==> src/hdl/tvio_pkg.sv <==
// Package with register map, field masks and carriers for the TV MCU I/O ports
package tvio_pkg;

	// Register byte offsets
	localparam logic [7:0] TVIO_OFF_A_DATA   = 8'h00;
	localparam logic [7:0] TVIO_OFF_A_DIR    = 8'h04;
	localparam logic [7:0] TVIO_OFF_A_PULL   = 8'h08;
	localparam logic [7:0] TVIO_OFF_A_PINS   = 8'h0c;
	localparam logic [7:0] TVIO_OFF_B_DATA   = 8'h10;
	localparam logic [7:0] TVIO_OFF_B_DIR    = 8'h14;
	localparam logic [7:0] TVIO_OFF_B_PULL   = 8'h18;
	localparam logic [7:0] TVIO_OFF_B_PINS   = 8'h1c;
	localparam logic [7:0] TVIO_OFF_C_DATA   = 8'h20;
	localparam logic [7:0] TVIO_OFF_C_DIR    = 8'h24;
	localparam logic [7:0] TVIO_OFF_C_PULL   = 8'h28;
	localparam logic [7:0] TVIO_OFF_C_PINS   = 8'h2c;
	localparam logic [7:0] TVIO_OFF_EDGE_SEL = 8'h30;
	localparam logic [7:0] TVIO_OFF_IRQ_STAT = 8'h34;
	localparam logic [7:0] TVIO_OFF_IRQ_MASK = 8'h38;

	// Implemented lines per port
	localparam logic [7:0] TVIO_A_LINES   = 8'hff;
	localparam logic [7:0] TVIO_B_LINES   = 8'h77;
	localparam logic [7:0] TVIO_C_LINES   = 8'hff;
	// Lines with a pull-up option
	localparam logic [7:0] TVIO_A_PULL_OK = 8'h0f;
	localparam logic [7:0] TVIO_B_PULL_OK = 8'h77;
	localparam logic [7:0] TVIO_C_PULL_OK = 8'h0f;
	// Lines that drive open-drain
	localparam logic [7:0] TVIO_A_OD      = 8'hf0;
	localparam logic [7:0] TVIO_B_OD      = 8'h00;
	localparam logic [7:0] TVIO_C_OD      = 8'hff;

	// Third port line positions
	localparam int TVIO_C_SER_CLK = 0;
	localparam int TVIO_C_SER_DAT = 1;
	localparam int TVIO_C_SER_STB = 3;
	localparam int TVIO_C_PWR     = 4;
	localparam int TVIO_C_REMOTE  = 6;

	// Interrupt status, mask and edge select bit positions
	localparam int TVIO_IRQ_PWR    = 0;
	localparam int TVIO_IRQ_REMOTE = 1;
	localparam int TVIO_IRQ_BITS   = 2;

	// Reset values
	localparam logic [7:0] TVIO_RST_BYTE = 8'h00;
	localparam logic [1:0] TVIO_RST_IRQ  = 2'h0;

	// AXI responses
	localparam logic [1:0] TVIO_RESP_OKAY   = 2'h0;
	localparam logic [1:0] TVIO_RESP_SLVERR = 2'h2;

	// Software-side state of one port
	typedef struct packed {
		logic [7:0] data;
		logic [7:0] dir;
		logic [7:0] pull;
	} tvio_port_t;

	// Pin-side drive of one port
	typedef struct packed {
		logic [7:0] out;
		logic [7:0] oe;
		logic [7:0] pu;
	} tvio_drive_t;

	localparam tvio_port_t TVIO_RST_PORT = '{data: 8'h00, dir: 8'h00, pull: 8'h00};

	// Write FSM states
	typedef enum logic [1:0] {
		TVIO_WR_IDLE = 2'b01,
		TVIO_WR_RESP = 2'b10
	} tvio_wr_state_t;

endpackage

==> src/hdl/tvio_ports.sv <==
// Three general-purpose I/O ports with AXI4-Lite registers and edge interrupts
// Function
// The first port has eight lines, each an input with or without pull-up or an output.
// First port lines four to seven drive open-drain and ignore any pull-up request.
// First port lines zero to three drive push-pull when set as outputs.
// The second port has lines 0-2 and 4-6 only, bit 3 absent, each input or output.
// The third port has eight lines, each input with or without pull-up or output.
// All third port lines drive open-drain and lines four to seven have no pull-up.
// Third port lines 0, 1 and 3 drive the AND of port value and serial signal.
// Serial clock joins line 0, serial data line 1 and the bus enable strobe line 3.
// Lines 4 and 6 feed edge latches with selectable edge raising two interrupts.
// During reset the oscillator is held stopped and on release execution restarts.
// After reset every line is an input with its driver disabled.
`timescale 1ns/1ps
module tvio_ports
	import tvio_pkg::*;
(
	input  wire logic        REF_CLK_IN,
	input  wire logic        ARST_N_IN,
	// AXI4-Lite slave
	input  wire logic [7:0]  S_AXI_AWADDR_IN,
	input  wire logic        S_AXI_AWVALID_IN,
	output logic             S_AXI_AWREADY_OUT,
	input  wire logic [31:0] S_AXI_WDATA_IN,
	input  wire logic [3:0]  S_AXI_WSTRB_IN,
	input  wire logic        S_AXI_WVALID_IN,
	output logic             S_AXI_WREADY_OUT,
	output logic [1:0]       S_AXI_BRESP_OUT,
	output logic             S_AXI_BVALID_OUT,
	input  wire logic        S_AXI_BREADY_IN,
	input  wire logic [7:0]  S_AXI_ARADDR_IN,
	input  wire logic        S_AXI_ARVALID_IN,
	output logic             S_AXI_ARREADY_OUT,
	output logic [31:0]      S_AXI_RDATA_OUT,
	output logic [1:0]       S_AXI_RRESP_OUT,
	output logic             S_AXI_RVALID_OUT,
	input  wire logic        S_AXI_RREADY_IN,
	// Port pins
	input  wire logic [7:0]  FIRST_PORT_LINES_IN,
	output logic [7:0]       FIRST_PORT_LINES_OUT,
	output logic [7:0]       FIRST_PORT_LINES_OE_OUT,
	output logic [7:0]       FIRST_PORT_LINES_PU_OUT,
	input  wire logic [7:0]  SECOND_PORT_LINES_IN,
	output logic [7:0]       SECOND_PORT_LINES_OUT,
	output logic [7:0]       SECOND_PORT_LINES_OE_OUT,
	output logic [7:0]       SECOND_PORT_LINES_PU_OUT,
	input  wire logic [7:0]  THIRD_PORT_LINES_IN,
	output logic [7:0]       THIRD_PORT_LINES_OUT,
	output logic [7:0]       THIRD_PORT_LINES_OE_OUT,
	output logic [7:0]       THIRD_PORT_LINES_PU_OUT,
	// Serial interface signals
	input  wire logic        SER_CLOCK_IN,
	input  wire logic        SER_DATA_IN,
	input  wire logic        SERIAL_BUS_ENABLE_STROBE_IN,
	// Interrupts and core control
	output logic             POWER_INTERRUPT_INPUT_OUT,
	output logic             REMOTE_INPUT_NONMASKABLE_INTERRUPT_OUT,
	output logic             IRQ_OUT,
	output logic             OSC_ENABLE_OUT,
	output logic             CORE_START_OUT
);

	// Masked byte write
	function automatic logic [7:0] wr_byte(input logic [7:0] old, input logic [31:0] wd,
		input logic [3:0] strb, input logic sel, input logic [7:0] keep);
		wr_byte = (sel && strb[0]) ? (wd[7:0] & keep) : old;
	endfunction

	// Pin drive for one port
	function automatic tvio_drive_t drive(input tvio_port_t p, input logic [7:0] lines,
		input logic [7:0] od, input logic [7:0] pull_ok, input logic [7:0] ser);
		logic [7:0] val;
		val = p.data & ser & lines;
		drive.out = val & ~od;
		drive.oe = p.dir & lines & (~od | ~val);
		drive.pu = ~p.dir & p.pull & pull_ok;
	endfunction

	tvio_port_t     pa_q, pa_d, pb_q, pb_d, pc_q, pc_d;
	tvio_drive_t    da, db, dc;
	tvio_wr_state_t wr_state_q, wr_state_d;
	logic [7:0]     aw_addr_q, aw_addr_d;
	logic [31:0]    w_data_q, w_data_d;
	logic [3:0]     w_strb_q, w_strb_d;
	logic           aw_have_q, aw_have_d, w_have_q, w_have_d;
	logic           awready_q, wready_q, bvalid_q, arready_q, rvalid_q;
	logic           awready_d, wready_d, bvalid_d, arready_d, rvalid_d;
	logic [1:0]     bresp_q, bresp_d, rresp_q, rresp_d;
	logic [31:0]    rdata_q, rdata_d;
	logic [1:0]     edge_sel_q, edge_sel_d, stat_q, stat_d, mask_q, mask_d;
	logic [1:0]     prev_q, edge_set, clr;
	logic           armed_q, osc_q, start_q;
	logic [7:0]     ser_mask;

	// Bus handshakes and read and write address decode
	wire aw_hs     = S_AXI_AWVALID_IN && awready_q;
	wire w_hs      = S_AXI_WVALID_IN && wready_q;
	wire ar_hs     = S_AXI_ARVALID_IN && arready_q;
	wire do_write  = (wr_state_q == TVIO_WR_IDLE) && aw_have_q && w_have_q;
	wire [7:0] wa  = {aw_addr_q[7:2], 2'b00};
	wire [7:0] ra  = {S_AXI_ARADDR_IN[7:2], 2'b00};
	wire wr_map    = (wa <= TVIO_OFF_IRQ_MASK);
	wire rd_map    = (ra <= TVIO_OFF_IRQ_MASK);

	// Write address and data capture, either order
	always_comb begin
		wr_state_d = wr_state_q;
		aw_have_d = aw_have_q;
		w_have_d = w_have_q;
		aw_addr_d = aw_addr_q;
		w_data_d = w_data_q;
		w_strb_d = w_strb_q;
		bresp_d = bresp_q;
		bvalid_d = bvalid_q;
		if (aw_hs) begin
			aw_have_d = 1'b1;
			aw_addr_d = S_AXI_AWADDR_IN;
		end
		if (w_hs) begin
			w_have_d = 1'b1;
			w_data_d = S_AXI_WDATA_IN;
			w_strb_d = S_AXI_WSTRB_IN;
		end
		case (wr_state_q)
			TVIO_WR_IDLE: begin
				if (do_write) begin
					aw_have_d = 1'b0;
					w_have_d = 1'b0;
					bvalid_d = 1'b1;
					bresp_d = wr_map ? TVIO_RESP_OKAY : TVIO_RESP_SLVERR;
					wr_state_d = TVIO_WR_RESP;
				end
			end
			TVIO_WR_RESP: begin
				if (S_AXI_BREADY_IN) begin
					bvalid_d = 1'b0;
					wr_state_d = TVIO_WR_IDLE;
				end
			end
			default: begin
				wr_state_d = TVIO_WR_IDLE;
				bvalid_d = 1'b0;
			end
		endcase
		awready_d = !aw_have_d && (wr_state_d == TVIO_WR_IDLE);
		wready_d = !w_have_d && (wr_state_d == TVIO_WR_IDLE);
	end

	// Register writes
	wire we = do_write;
	assign pa_d.data = wr_byte(pa_q.data, w_data_q, w_strb_q, we && wa == TVIO_OFF_A_DATA,
		TVIO_A_LINES);
	assign pa_d.dir  = wr_byte(pa_q.dir, w_data_q, w_strb_q, we && wa == TVIO_OFF_A_DIR,
		TVIO_A_LINES);
	assign pa_d.pull = wr_byte(pa_q.pull, w_data_q, w_strb_q, we && wa == TVIO_OFF_A_PULL,
		TVIO_A_PULL_OK);
	assign pb_d.data = wr_byte(pb_q.data, w_data_q, w_strb_q, we && wa == TVIO_OFF_B_DATA,
		TVIO_B_LINES);
	assign pb_d.dir  = wr_byte(pb_q.dir, w_data_q, w_strb_q, we && wa == TVIO_OFF_B_DIR,
		TVIO_B_LINES);
	assign pb_d.pull = wr_byte(pb_q.pull, w_data_q, w_strb_q, we && wa == TVIO_OFF_B_PULL,
		TVIO_B_PULL_OK);
	assign pc_d.data = wr_byte(pc_q.data, w_data_q, w_strb_q, we && wa == TVIO_OFF_C_DATA,
		TVIO_C_LINES);
	assign pc_d.dir  = wr_byte(pc_q.dir, w_data_q, w_strb_q, we && wa == TVIO_OFF_C_DIR,
		TVIO_C_LINES);
	assign pc_d.pull = wr_byte(pc_q.pull, w_data_q, w_strb_q, we && wa == TVIO_OFF_C_PULL,
		TVIO_C_PULL_OK);
	assign edge_sel_d = (we && w_strb_q[0] && wa == TVIO_OFF_EDGE_SEL) ?
		w_data_q[TVIO_IRQ_BITS-1:0] : edge_sel_q;
	assign mask_d = (we && w_strb_q[0] && wa == TVIO_OFF_IRQ_MASK) ?
		w_data_q[TVIO_IRQ_BITS-1:0] : mask_q;
	assign clr = (we && w_strb_q[0] && wa == TVIO_OFF_IRQ_STAT) ?
		w_data_q[TVIO_IRQ_BITS-1:0] : 2'h0;

	// Edge latches on the two interrupt lines, input direction only
	wire [1:0] cur = {THIRD_PORT_LINES_IN[TVIO_C_REMOTE], THIRD_PORT_LINES_IN[TVIO_C_PWR]};
	wire [1:0] is_in = {~pc_q.dir[TVIO_C_REMOTE], ~pc_q.dir[TVIO_C_PWR]};
	assign edge_set = armed_q ? (is_in & ((edge_sel_q & cur & ~prev_q) |
		(~edge_sel_q & ~cur & prev_q))) : 2'h0;
	assign stat_d = (stat_q & ~clr) | edge_set;

	// Serial signals ANDed into third port lines
	assign ser_mask = {4'hf, SERIAL_BUS_ENABLE_STROBE_IN, 1'b1, SER_DATA_IN,
		SER_CLOCK_IN};

	// Pin drive per port
	assign da = drive(pa_q, TVIO_A_LINES, TVIO_A_OD, TVIO_A_PULL_OK, 8'hff);
	assign db = drive(pb_q, TVIO_B_LINES, TVIO_B_OD, TVIO_B_PULL_OK, 8'hff);
	assign dc = drive(pc_q, TVIO_C_LINES, TVIO_C_OD, TVIO_C_PULL_OK, ser_mask);

	// Read path
	always_comb begin
		rdata_d = rdata_q;
		rresp_d = rresp_q;
		rvalid_d = rvalid_q && !S_AXI_RREADY_IN;
		if (ar_hs) begin
			rvalid_d = 1'b1;
			rresp_d = rd_map ? TVIO_RESP_OKAY : TVIO_RESP_SLVERR;
			case (ra)
				TVIO_OFF_A_DATA:   rdata_d = {24'h0, pa_q.data};
				TVIO_OFF_A_DIR:    rdata_d = {24'h0, pa_q.dir};
				TVIO_OFF_A_PULL:   rdata_d = {24'h0, pa_q.pull};
				TVIO_OFF_A_PINS:   rdata_d = {24'h0, FIRST_PORT_LINES_IN & TVIO_A_LINES};
				TVIO_OFF_B_DATA:   rdata_d = {24'h0, pb_q.data};
				TVIO_OFF_B_DIR:    rdata_d = {24'h0, pb_q.dir};
				TVIO_OFF_B_PULL:   rdata_d = {24'h0, pb_q.pull};
				TVIO_OFF_B_PINS:   rdata_d = {24'h0, SECOND_PORT_LINES_IN & TVIO_B_LINES};
				TVIO_OFF_C_DATA:   rdata_d = {24'h0, pc_q.data};
				TVIO_OFF_C_DIR:    rdata_d = {24'h0, pc_q.dir};
				TVIO_OFF_C_PULL:   rdata_d = {24'h0, pc_q.pull};
				TVIO_OFF_C_PINS:   rdata_d = {24'h0, THIRD_PORT_LINES_IN & TVIO_C_LINES};
				TVIO_OFF_EDGE_SEL: rdata_d = {30'h0, edge_sel_q};
				TVIO_OFF_IRQ_STAT: rdata_d = {30'h0, stat_q};
				TVIO_OFF_IRQ_MASK: rdata_d = {30'h0, mask_q};
				default:           rdata_d = 32'h0;
			endcase
		end
		arready_d = !rvalid_d;
	end

	// Bus state registers
	always_ff @(posedge REF_CLK_IN or negedge ARST_N_IN) begin
		if (!ARST_N_IN) begin
			wr_state_q <= TVIO_WR_IDLE;
			{aw_have_q, w_have_q, bvalid_q, rvalid_q} <= 4'h0;
			{awready_q, wready_q, arready_q} <= 3'h0;
			aw_addr_q <= 8'h00;
			w_data_q <= 32'h0;
			w_strb_q <= 4'h0;
			{bresp_q, rresp_q} <= 4'h0;
			rdata_q <= 32'h0;
		end else begin
			wr_state_q <= wr_state_d;
			{aw_have_q, w_have_q, bvalid_q, rvalid_q} <= {aw_have_d, w_have_d, bvalid_d, rvalid_d};
			{awready_q, wready_q, arready_q} <= {awready_d, wready_d, arready_d};
			aw_addr_q <= aw_addr_d;
			w_data_q <= w_data_d;
			w_strb_q <= w_strb_d;
			{bresp_q, rresp_q} <= {bresp_d, rresp_d};
			rdata_q <= rdata_d;
		end
	end

	// Port configuration, all lines inputs after reset
	always_ff @(posedge REF_CLK_IN or negedge ARST_N_IN) begin
		if (!ARST_N_IN) begin
			pa_q <= TVIO_RST_PORT;
			pb_q <= TVIO_RST_PORT;
			pc_q <= TVIO_RST_PORT;
		end else begin
			pa_q <= pa_d;
			pb_q <= pb_d;
			pc_q <= pc_d;
		end
	end

	// Interrupt state and edge history
	always_ff @(posedge REF_CLK_IN or negedge ARST_N_IN) begin
		if (!ARST_N_IN) begin
			edge_sel_q <= TVIO_RST_IRQ;
			mask_q <= TVIO_RST_IRQ;
			stat_q <= TVIO_RST_IRQ;
			prev_q <= TVIO_RST_IRQ;
			armed_q <= 1'b0;
		end else begin
			edge_sel_q <= edge_sel_d;
			mask_q <= mask_d;
			stat_q <= stat_d;
			prev_q <= cur;
			armed_q <= 1'b1; // No edge from the reset value
		end
	end

	// Oscillator hold and restart pulse
	always_ff @(posedge REF_CLK_IN or negedge ARST_N_IN) begin
		if (!ARST_N_IN) begin
			osc_q <= 1'b0;
			start_q <= 1'b0;
		end else begin
			osc_q <= 1'b1;
			start_q <= !osc_q;
		end
	end

	// Registered pin and interrupt outputs
	always_ff @(posedge REF_CLK_IN or negedge ARST_N_IN) begin
		if (!ARST_N_IN) begin
			{FIRST_PORT_LINES_OUT, FIRST_PORT_LINES_OE_OUT, FIRST_PORT_LINES_PU_OUT} <= '0;
			{SECOND_PORT_LINES_OUT, SECOND_PORT_LINES_OE_OUT, SECOND_PORT_LINES_PU_OUT} <= '0;
			{THIRD_PORT_LINES_OUT, THIRD_PORT_LINES_OE_OUT, THIRD_PORT_LINES_PU_OUT} <= '0;
			POWER_INTERRUPT_INPUT_OUT <= 1'b0;
			REMOTE_INPUT_NONMASKABLE_INTERRUPT_OUT <= 1'b0;
			IRQ_OUT <= 1'b0;
		end else begin
			{FIRST_PORT_LINES_OUT, FIRST_PORT_LINES_OE_OUT, FIRST_PORT_LINES_PU_OUT} <= da;
			{SECOND_PORT_LINES_OUT, SECOND_PORT_LINES_OE_OUT, SECOND_PORT_LINES_PU_OUT} <= db;
			{THIRD_PORT_LINES_OUT, THIRD_PORT_LINES_OE_OUT, THIRD_PORT_LINES_PU_OUT} <= dc;
			POWER_INTERRUPT_INPUT_OUT <= stat_d[TVIO_IRQ_PWR] && mask_d[TVIO_IRQ_PWR];
			REMOTE_INPUT_NONMASKABLE_INTERRUPT_OUT <=
				stat_d[TVIO_IRQ_REMOTE] && mask_d[TVIO_IRQ_REMOTE];
			IRQ_OUT <= |(stat_d & mask_d);
		end
	end

	// Bus, oscillator enable and core start outputs
	assign S_AXI_AWREADY_OUT = awready_q;
	assign S_AXI_WREADY_OUT = wready_q;
	assign S_AXI_BVALID_OUT = bvalid_q;
	assign S_AXI_BRESP_OUT = bresp_q;
	assign S_AXI_ARREADY_OUT = arready_q;
	assign S_AXI_RVALID_OUT = rvalid_q;
	assign S_AXI_RRESP_OUT = rresp_q;
	assign S_AXI_RDATA_OUT = rdata_q;
	assign OSC_ENABLE_OUT = osc_q;
	assign CORE_START_OUT = start_q;
endmodule

==> config.mk <==
export PLATFORM = sky130hd
export DESIGN_NAME = tvio_ports
export DESIGN_NICKNAME = d
export VERILOG_FILES = /design/src/hdl/tvio_pkg.sv /design/src/hdl/tvio_ports.sv
export SDC_FILE = /design/constraint.sdc
export NUM_CORES = 1
export LEC_CHECK = 0
export BUFFER_PORTS_ARGS = -buffer_cell sky130_fd_sc_hd__buf_2
export CAP_MARGIN = 30
export CORE_MARGIN = 2
export CORE_UTILIZATION = 53
export CTS_BUF_LIST = sky130_fd_sc_hd__clkbuf_2
export CTS_CLUSTER_DIAMETER = 60
export DETAILED_ROUTE_END_ITERATION = 7
export MAX_ROUTING_LAYER = met4
export PLACE_DENSITY = 0.82
export REMOVE_ABC_BUFFERS = 1
export SYNTH_ARGS = -nofsm -noshare
export SYNTH_HDL_FRONTEND = slang
export SYNTH_SLANG_ARGS = --single-unit
==> constraint.sdc <==
create_clock -name REF_CLK_IN -period 2.5 [get_ports REF_CLK_IN]
set_input_delay 0.125 -clock REF_CLK_IN [delete_from_list [all_inputs] [get_ports REF_CLK_IN]]
set_output_delay 0.125 -clock REF_CLK_IN [all_outputs]
set_load 0.1 [all_outputs]
==> summary.md, run 1 <==
| Metric | Value |
|---|---|
| Status | `finished clean` |
| Worst-Margin Slew | `0.633 ns` |
| Die H | `115 µm` |
| ANT nets after route | `0` |
| Slew Limit Fails | `0` |
| Clk sink count | `151` |
| Min cycle time layout | `between 2 and 2.5 ns` |
| Worst Skew | `~0.029 ns` |
| Comb power frac | `42.1%` |
| Reg-to-Reg Start | `db[10]` |
| Worst-path maximum fanout | `4` |
| Max cap viols | `0` |
| Reg2reg path depth | `5` |
| Setup TNS | `0 ns` |
| First-pass GRT wire length | `22300 µm` |
| Hold Path End | `S_AXI_RDATA_OUT[0]` |
| Seq pwr share | `between 40% and 50%` |
| TritonRoute pass-1 iters | `4` |
| Remaining global-route overflow | `0` |
| Syn avg cell area | `13.5 µm²` |
| Vias per inst | `about 5.2` |
| Switching component of the power | `4.16 mW` |
| Setup violators final | `0` |
| Die Span X | `roughly 110 µm` |
| Design internal power | `4.79 mW` |
| Clk slew on worst S/H paths | `~0.2 ns` |
| Share of layout cells above drive strength 1 | `38.3%` |
| Cell area after synthesis | `6490 µm²` |
| CP endpoint kind | `register` |
| Root Buffer | `clkbuf_2` |
| Critical Path Source Type | `register` |
| Number of H-tree levels | `4` |
| Worst VDD drop | `approximately 0.88 mV` |
| Flops & latches, synth | `151` |
| Crit path arrival time | `2.93 ns` |
| WL per Instance | `17.3 µm` |
| Top FF cell, synth | `dfrtp_1` |
| Netlist cell types | `between 40 and 50` |
| Area leader, netlist | `dfrtp_1` |
| WS Path Type | `reg -> reg` |
| Cell with the most instances after synthesis | `dfrtp_1` |
| Synth top area share | `between 50% and 60%` |
| CTS tree | `built` |
| Leakage | `4.16 nW` |
| Iter 0 DRT Violations | `255` |
| Worst r2r dst | `S_AXI_RDATA_OUT[2]` |
| Core area | `12000 µm²` |
| Hold Path Depth | `5` |
| Hold Crit Class | `in -> reg` |
| Net switching fraction of the power | `46.5%` |
| Fin crit share | `93.6%` |
| DR vias | `4247` |
| Total GRT Usage | `23.5%` |
| Final Hold Vio Count | `0` |
| Req. time, crit path | `3.09 ns` |
| Number of synthesized flops with an enable pin | `0` |
| Cells after Synth | `480` |
| Reg2Reg Setup Slack | `0.16 ns` |
| Worst Hold Launch | `SECOND_PORT_LINES_IN[0]` |
| Max-slew headroom | `57.5%` |
| Starting density of the core | `54.2%` |
| Layout Nets | `749` |
| Worst skew pair latency | `0.69 ns` |
| Largest cells by area after synthesis | `dfrtp_1 (58%), mux2_2 (13%), buf_4 (6.5%), mux4_2 (4.9%), nor2b_1 (2.4%)` |
| Power density over cell area | `1140 nW/µm²` |
| Ports | `between 200 and 250` |
| TritonCTS Buffers | `17` |
| DR DRC count | `0` |
| Unrepaired setup endpoints after global routing | `no` |
| Antenna violations before repair | `1` |
| Clock Path Buffers | `2` |
| Row count | `40` |
| IO Port Bufs | `118` |
| Async S/R FF share, synth | `100%` |
| Area Overhead vs Synth | `21.6%` |
| Power Total | `8.95 mW` |
| Vias in the first global route | `4355` |
| Post-synth top cells | `dfrtp_1 (150), mux2_2 (77), buf_4 (56)` |
| Gpl congestion | `0.834` |
| Clock network fraction of design power | `17.3%` |
| Die area | `13100 µm²` |
| Total Wirelength | `14200 µm` |
| Max Freq | `around 0.43 GHz` |
| Yosys warnings | `0` |
| Seq/Total Area, Yosys | `58.3%` |
| Pin count of the biggest net entering global routing | `66` |
| Detailed placement HPWL | `9670 µm` |
-- per-stage QoR --
| step | std cells | cell area, µm² | hold slack (ns) | utilization, % | worst slack [ns] |
|---|---|---|---|---|---|
| CTS | 820 | 7880 | 0.000420 | 65.8 | 0.176 |
| detailed placement | 741 | 7100 | 0.165 | 59.4 | 0.221 |
| global placement | 741 | 7100 | 0.150 | 59.4 | 0.324 |
| floorplan | 467 | 6230 | -0.171 | - | 0.438 |
| global route | 821 | 7890 | 0.0217 | 65.9 | 0.0103 |
| finish | 821 | 7890 | 0.0749 | 65.9 | 0.159 |
-- what timing repair did --
action	CTS	global route
setup buffers	0	0
hold endpoints to repair	191	0
gates resized for setup	0	2
hold buffers	48	0
endpoints found under the setup margin	0	5
-- registers in the layout, indices dropped and copies added (netlist names), 2 cells and up --
name and flops:
THIRD_PORT_LINES_OE_OUT 8, aw_addr_q 6, db 12, FIRST_PORT_LINES_PU_OUT 4, pb_q 6, FIRST_PORT_LINES_OUT 4
edge_sel_q 2, THIRD_PORT_LINES_PU_OUT 4, FIRST_PORT_LINES_OE_OUT 8, SECOND_PORT_LINES_OE_OUT 6, w_data_q 8, wr_state_q 2
da 4, pa_q 16, SECOND_PORT_LINES_OUT 6, stat_q 2, pc_q 20, prev_q 2
S_AXI_RDATA_OUT 8, mask_q 2, SECOND_PORT_LINES_PU_OUT 6
-- worst max-delay path by stage --
| stage | end | depth (start not counted) | slack (ns) | from |
|---|---|---|---|---|
| global placement | IRQ_OUT | 6 | 0.32 | wr_state_q[0] |
| global route | pa_q[12] | 5 | 0.01 | wr_state_q[0] |
| finish | S_AXI_RDATA_OUT[2] | 5 | 0.16 | db[10] |
| CTS | S_AXI_RDATA_OUT[2] | 5 | 0.18 | db[10] |
| detailed placement | db[13] | 5 | 0.22 | wr_state_q[0] |
| floorplan | IRQ_OUT | 6 | 0.44 | wr_state_q[0] |
-- routing by layer --
| layer | up-vias | global-route usage (%) | wire, µm |
|---|---|---|---|
| met1 | 2098 | 28.4 | 5710 |
| met4 | 0 | 8.70 | 265 |
| met5 | - | - | 0 |
| met2 | 189 | 38.4 | 7180 |
| li1 | 1940 | - | - |
| met3 | 20 | 6.19 | 1030 |
-- power by group through the flow --
stage                     sequential, mW  combinational [mW]  clock (mW)
after CTS                           3.63                3.75        1.60
after global placement              3.63                3.54           0
after detailed placement            3.69                3.61           0
final                               3.64                3.76        1.55
after floorplan                     5.29                1.25           0
after global routing                3.73                3.92        1.69
-- placed cells by master, fill, tap and decap left out, types with 3 or more instances in the layout --
| master | instances |
|---|---|
| o21ai_0 | 10 |
| a21oi_1 | 8 |
| mux4_2 | 14 |
| nand3_1 | 5 |
| nor2_1 | 17 |
| buf_4 | 7 |
| buf_2 | 117 |
| bufinv_16 | 5 |
| conb_1 | 53 |
| a22o_1 | 7 |
| and2_1 | 3 |
| nor3_1 | 4 |
| o211ai_1 | 3 |
| o22ai_1 | 4 |
| dlygate4sd3_1 | 47 |
| mux2i_1 | 10 |
| nor2b_1 | 25 |
| a21boi_0 | 5 |
| nand2_1 | 26 |
| clkbuf_2 | 19 |
| inv_1 | 12 |
| clkinv_1 | 5 |
| dfrtp_1 | 150 |
| mux2_2 | 77 |
-- cells by family after synthesis --
kind of cell	synth area share (%)
AOI/OAI and AO/OA	5.15
adders and majority gates	0.386
buffers and inverters	7.66
DFF	58.3
muxes	20.1
other	0.116
and+or+nand+nor	8.29
-- worst max-delay path: stages (launching register included) --
cell and delay (ns):
dfrtp_1 0.46, mux4_2 0.46, a21oi_1 0.14, dlygate4sd3_1 0.56, o22ai_1 0.07, dlygate4sd3_1 0.57
-- cell type report --
class | instances | area (µm²)
well taps | 147 | 184
clock buffers | 19 | 95.1
repair buffers | 175 | 1190
clock inverters | 12 | 183
diodes | 1 | 2.50
multi-input cells | 304 | 2410
flip-flops and latches | 151 | 3780
fillers | 884 | 4080
inverters | 12 | 45.0
(Power assumes the default switching activity.)
==> run 2, diff against run 1 <==
--- a/config.mk
+++ b/config.mk
@@ -6,8 +6,7 @@
 export NUM_CORES = 1
 export LEC_CHECK = 0
 export BUFFER_PORTS_ARGS = -buffer_cell sky130_fd_sc_hd__buf_2
-export CAP_MARGIN = 30
-export CORE_MARGIN = 2
+export CORE_MARGIN = 4
 export CORE_UTILIZATION = 53
 export CTS_BUF_LIST = sky130_fd_sc_hd__clkbuf_2
 export CTS_CLUSTER_DIAMETER = 60
==> constraint.sdc (replaced) <==
create_clock -name REF_CLK_IN -period 2.5 [get_ports REF_CLK_IN]
set_input_delay 0.25 -clock REF_CLK_IN [delete_from_list [all_inputs] [get_ports REF_CLK_IN]]
set_output_delay 0.25 -clock REF_CLK_IN [all_outputs]
set_load 0.1 [all_outputs]
==> run 2 against run 1 <==
Net effect:
- clock power is 19% lower
- combinational power shrank 3%
- global-route usage down 1.8 points
- final area down 3.5%
- total power is 4.7% lower
- sequential cell count stayed put
- final cell count fell by 2.1%
- register-to-register slack about the same
- core utilization is 2.6 points lower
- maximum frequency rose by 0.14%
- die area rose by 7.1%
- routed wire length increased by 1.4%
- critical path type unchanged
- largest cell class unchanged
- largest power group unchanged
==> summary.md, run 2 (synthesized netlist as in run 1, its figures left out) <==
| Metric | Value |
|---|---|
| Status | `finished clean` |
| Crit path arrival time | `2.94 ns` |
| Max FFs per register | `20` |
| Iter 0 DRT Violations | `288` |
| Number of H-tree levels | `4` |
| Final Hold Vio Count | `0` |
| DR DRC count | `0` |
| Fillers | `between 800 and 900` |
| Slew Limit Fails | `0` |
| Non-Filler Instances | `804` |
| Share of layout cells above drive strength 1 | `about two fifths` |
| Core area | `12000 µm²` |
| PostCTS Resize Cnt | `0` |
| Vias in the first global route | `4374` |
| DR vias | `between 4000 and 5000` |
| Root Buffer | `clkbuf_2` |
| Setup violators final | `0` |
| IO Port Bufs | `~120` |
| ANT nets after route | `0` |
| Unrepaired setup endpoints after global routing | `yes` |
| Clk slew on worst S/H paths | `0.21 ns` |
| Gpl congestion | `between 0.8 and 0.9` |
| Cell count after placement | `743` |
| Largest register by flop count | `pc_q` |
| WS Path Type | `reg -> reg` |
| Worst Skew | `0.0344 ns` |
| Clock Path Buffers | `2` |
| Detailed placement HPWL | `10200 µm` |
| CTS tree | `built` |
| Pin count of the biggest net entering global routing | `66` |
| Req. time, crit path | `3.11 ns` |
| Min cycle time layout | `2.34 ns` |
| Power density over cell area | `1120 nW/µm²` |
| Final setup margin | `0.162 ns` |
| CP endpoint kind | `register` |
| Vias per inst | `5.16` |
| Layout Nets | `733` |
| Commonest cells after routing, fill and taps aside | `dfrtp_1 (150), buf_2 (117), mux2_2 (77), conb_1 (53), dlygate4sd3_1 (30)` |
| Ports | `204` |
| Antenna violations before repair | `0` |
| Power Total | `8.53 mW` |
| Row count | `40` |
| Leakage | `approximately 4 nW` |
| Die Span X | `119 µm` |
| First-pass GRT wire length | `around 23000 µm` |
| Max-slew headroom | `about half` |
| Worst skew pair latency | `0.72 ns` |
| TritonRoute pass-1 iters | `5` |
| Area Overhead vs Synth | `17.3%` |
| Worst-path maximum fanout | `9` |
| Hold Crit Class | `in -> async` |
| Max cap viols | `0` |
| TritonCTS Buffers | `17` |
| Pre-CTS setup slack | `0.202 ns` |
| Worst-Margin Slew | `~0.75 ns` |
| Worst VDD drop | `0.755 mV` |
| Leading cell type in the layout, fill and taps excluded | `dfrtp_1` |
| Total GRT Usage | `21.8%` |
| Die area | `14100 µm²` |
| Diode count | `0` |
| Clk sink count | `about 150` |
| Fin crit share | `93.5%` |
| Die H | `around 120 µm` |
| Max Freq | `around 0.43 GHz` |
| Starting density of the core | `a little over half` |
| Total Wirelength | `approximately 14000 µm` |
| Critical Path Source Type | `register` |
| Remaining global-route overflow | `0` |
| WL per Instance | `17.9 µm` |
[run 2: changes by cell type in the layout (fill, tap and decap cells not counted), moves of 2 or more]
cell,change
dlygate4sd3_1,-17
bufinv_16,-3
buf_4,+3
clkinvlp_4,+2
clkinv_2,+4
clkinv_1,-2
[run 2: path summary, 6_finish.rpt]
| path | depth (start not counted) | start | slack (ns) | to |
|---|---|---|---|---|
| worst max-delay path | 5 | wr_state_q[0] | 0.16 | db[13] |
| worst min-delay path | 2 | ARST_N_IN | 0.04 | pc_q[15] |
| worst max register to register | 5 | wr_state_q[0] | 0.16 | db[13] |
| worst min register to register | 0 | pa_q[9] | 0.40 | FIRST_PORT_LINES_OE_OUT[1] |
| max in group asynchronous | 3 | ARST_N_IN | 1.70 | SECOND_PORT_LINES_OUT[5] |
| min in group REF_CLK_IN | 3 | S_AXI_AWVALID_IN | 0.06 | aw_have_q |
[run 2: what timing repair did]
| action | CTS | global route |
|---|---|---|
| buffers inserted | 0 | 0 |
| hold buffers | 30 | 0 |
| endpoints found under the setup margin | 0 | 3 |
| hold endpoints to repair | 178 | 0 |
[run 2: power by group]
part	internal [mW]	leakage, nW	switching (mW)
Clock	0.441	0.132	0.811
Combinational	0.864	1.88	2.78
Sequential	3.09	2.02	0.539
Total	4.40	4.04	4.13
[run 2: routing by layer]
| metal | track usage, % | share of wire (%) | vias to the layer above |
|---|---|---|---|
| met5 | - | 0 | - |
| met2 | 34.4 | 50 | 156 |
| met3 | 5.74 | 7.5 | 25 |
| met1 | 27.4 | 41 | 2063 |
| met4 | 7.68 | 1.7 | 0 |
| li1 | - | - | 1905 |
[run 2: final cells by class]
class                      count  area [µm²]  area share [%]
sequential                   151        3780            49.7
clock buffer                  19        95.1            1.25
inverter                      12        45.0           0.592
tap                          147         184            2.42
clock inverter                12         111            1.46
multi-input combinational    304        2400            31.6
timing repair buffer         159         992            13.0
[run 2: through the flow]
step	hold slack (ns)	utilization [%]	TNS [ns]	cell area, µm²
global route	0.000980	63.3	-0.115	7610
CTS	0.00512	63.3	0	7610
detailed placement	0.278	59.1	0	7100
finish	0.0367	63.3	0	7610
global placement	0.268	59.1	0	7100
floorplan	-0.0456	-	0	6230
[run 2: critical path: stages, from the launching register on]
cell and delay (ns):
dfstp_2 0.58, ha_1 0.25, nand3_2 0.23, nor3b_1 0.40, nand2_1 0.36, mux2_1 0.42
==> run 3, diff against run 2 <==
--- a/config.mk
+++ b/config.mk
@@ -8,7 +8,7 @@
 export BUFFER_PORTS_ARGS = -buffer_cell sky130_fd_sc_hd__buf_2
 export CORE_MARGIN = 4
 export CORE_UTILIZATION = 53
-export CTS_BUF_LIST = sky130_fd_sc_hd__clkbuf_2
+export CTS_BUF_LIST = sky130_fd_sc_hd__clkbuf_8
 export CTS_CLUSTER_DIAMETER = 60
 export DETAILED_ROUTE_END_ITERATION = 7
 export MAX_ROUTING_LAYER = met4
==> run 3 against run 2 <==
Net effect:
- maximum frequency grew 1.5%
- core utilization decreased by 0.39 points
- worst setup slack gained 0.034 ns
- combinational power about the same
- sequential cell count is the same
- first-iteration DRC count is 6.3% higher
- clock-buffer cell count up 1
- clock skew down 0.022 ns
- critical path type unchanged
==> summary.md, run 3 (synthesized netlist as in run 1, its figures left out) <==
| Metric | Value |
|---|---|
| Status | `finished clean` |
| Hold Crit Class | `in -> reg` |
| Reg-to-Reg Start | `wr_state_q[0]` |
| Share of layout cells above drive strength 1 | `41.3%` |
| Critical Path Source Type | `register` |
| Non-Filler Instances | `between 700 and 800` |
| Area Overhead vs Synth | `16.6%` |
| Worst r2r dst | `pa_q[11]` |
| Req. time, crit path | `2.82 ns` |
| Seq pwr share | `between 40% and 50%` |
| Root Buffer | `clkbuf_8` |
| CTS tree | `built` |
| Core area | `12000 µm²` |
| Met1 GRT Util | `27.0%` |
| Net switching fraction of the power | `46.1%` |
| Die area | `~14000 µm²` |
| Vias per inst | `roughly 5.2` |
| Layout Nets | `710` |
| Pin count of the biggest net entering global routing | `66` |
| Reg2Reg Setup Slack | `0.20 ns` |
| Worst Hold Launch | `SER_DATA_IN` |
| Setup violators final | `0` |
| Total GRT Usage | `21.7%` |
| Unrepaired setup endpoints after global routing | `no` |
| Power Total | `9.07 mW` |
| Commonest cells after routing, fill and taps aside | `dfrtp_1 (150), buf_2 (117), mux2_2 (77), conb_1 (53), nand2_1 (26)` |
| Total Wirelength | `14400 µm` |
| GR Util met3 | `5.89%` |
| Design area | `7560 µm²` |
| Clk slew on worst S/H paths | `roughly 0.070 ns` |
| Worst hold slack | `0.0350 ns` |
| Largest register by flop count | `pc_q` |
| Setup TNS | `0 ns` |
| Die Span X | `119 µm` |
| Grt peak-use layer | `met2` |
| Max cap viols | `0` |
| Comb power frac | `40.0%` |
| Clk sink count | `151` |
| Fin crit share | `92.2%` |
| Row count | `40` |
| Worst Skew | `about 0.012 ns` |
| WS Path Type | `reg -> reg` |
| Ports | `slightly above 200` |
| Worst-Margin Slew | `~0.75 ns` |
| Clock Path Buffers | `2` |
| TritonRoute pass-1 iters | `5` |
| DR vias | `4096` |
| Final setup margin | `0.196 ns` |
| WL per Instance | `18.4 µm` |
| Placed cell area | `7100 µm²` |
| Gpl congestion | `between 0.8 and 0.9` |
| Leading cell type in the layout, fill and taps excluded | `dfrtp_1` |
| Vias in the first global route | `4353` |
| Crit path arrival time | `approximately 2.6 ns` |
| Met2 Usage GRT | `between 30% and 40%` |
| TritonCTS Buffers | `17` |
| Number of H-tree levels | `4` |
| DR DRC count | `0` |
| Power density over cell area | `approximately 1200 nW/µm²` |
| Detailed placement HPWL | `approximately 10000 µm` |
| Setup bufs post-CTS | `0` |
| First-pass GRT wire length | `22700 µm` |
| Die H | `119 µm` |
| Design internal power | `4.89 mW` |
| Post-layout util | `63.0%` |
| Antenna violations before repair | `0` |
| Worst-path maximum fanout | `9` |
| Final Hold Vio Count | `0` |
| Diode count | `0` |
| Min cycle time layout | `2.30 ns` |
| Max FFs per register | `20` |
| Reg2reg path depth | `5` |
| CP endpoint kind | `register` |
| Starting density of the core | `54.0%` |
| Cell count after placement | `around 740` |
| Max-slew headroom | `49.4%` |
| Hold Path End | `THIRD_PORT_LINES_OE_OUT[1]` |
| Worst VDD drop | `0.758 mV` |
| Max Freq | `0.434 GHz` |
| IO Port Bufs | `118` |
| Clock network fraction of design power | `19.8%` |
| Remaining global-route overflow | `0` |
| Iter 0 DRT Violations | `a little over 300` |
| Switching component of the power | `~4.2 mW` |
| Slew Limit Fails | `0` |
| Worst skew pair latency | `0.45 ns` |
| Hold Path Depth | `2` |
| Pre-CTS setup slack | `0.202 ns` |
| ANT nets after route | `0` |
| Leakage | `4.01 nW` |
-- run 3: power by group through the flow --
stage	sequential (mW)	combinational, mW	clock (mW)
2_1_floorplan	5.29	1.25	0
3_3_place_gp	3.61	3.55	0
3_5_place_dp	3.68	3.61	0
4_1_cts	3.63	3.63	1.83
5_1_grt	3.74	3.79	1.94
6_report	3.64	3.62	1.80
-- run 3: worst max-delay path by stage --
stage                             start       end  slack, ns  cells after the start
after floorplan           wr_state_q[0]   IRQ_OUT       0.44                      6
after global placement    wr_state_q[0]   IRQ_OUT       0.30                      6
after detailed placement  wr_state_q[0]    db[13]       0.20                      5
after CTS                 wr_state_q[0]    db[13]       0.17                      5
after global routing      wr_state_q[0]   IRQ_OUT       0.06                      6
final                     wr_state_q[0]  pa_q[11]       0.20                      5
-- run 3: cell type report --
| type | count | area (µm²) |
|---|---|---|
| Clock buffer | 20 | 275 |
| Multi-Input combinational cell | 304 | 2410 |
| Timing Repair Buffer | 136 | 762 |
| Clock inverter | 11 | 108 |
| Sequential cell | 151 | 3780 |
| Inverter | 12 | 45.0 |
| Fill cell | 905 | 4450 |
| Tap cell | 147 | 184 |
-- run 3: critical path, stage by stage, from the launching register on --
cell	delay (ns)
dfstp_2	0.55
ha_1	0.25
nand3_2	0.23
nor3_1	0.32
nand2_1	0.42
mux2_2	0.42
-- run 3: metal layers --
layer,up-vias,wire length (µm)
met5,-,0
met4,0,233
met3,20,944
met2,157,7340
met1,2066,5880
li1,1853,-
-- run 3: timing repair --
action | in CTS | in global routing
setup endpoints to repair | 0 | 3
gates resized for setup | 0 | 2
hold buffers | 7 | 0
endpoints found under the hold margin | 66 | 0
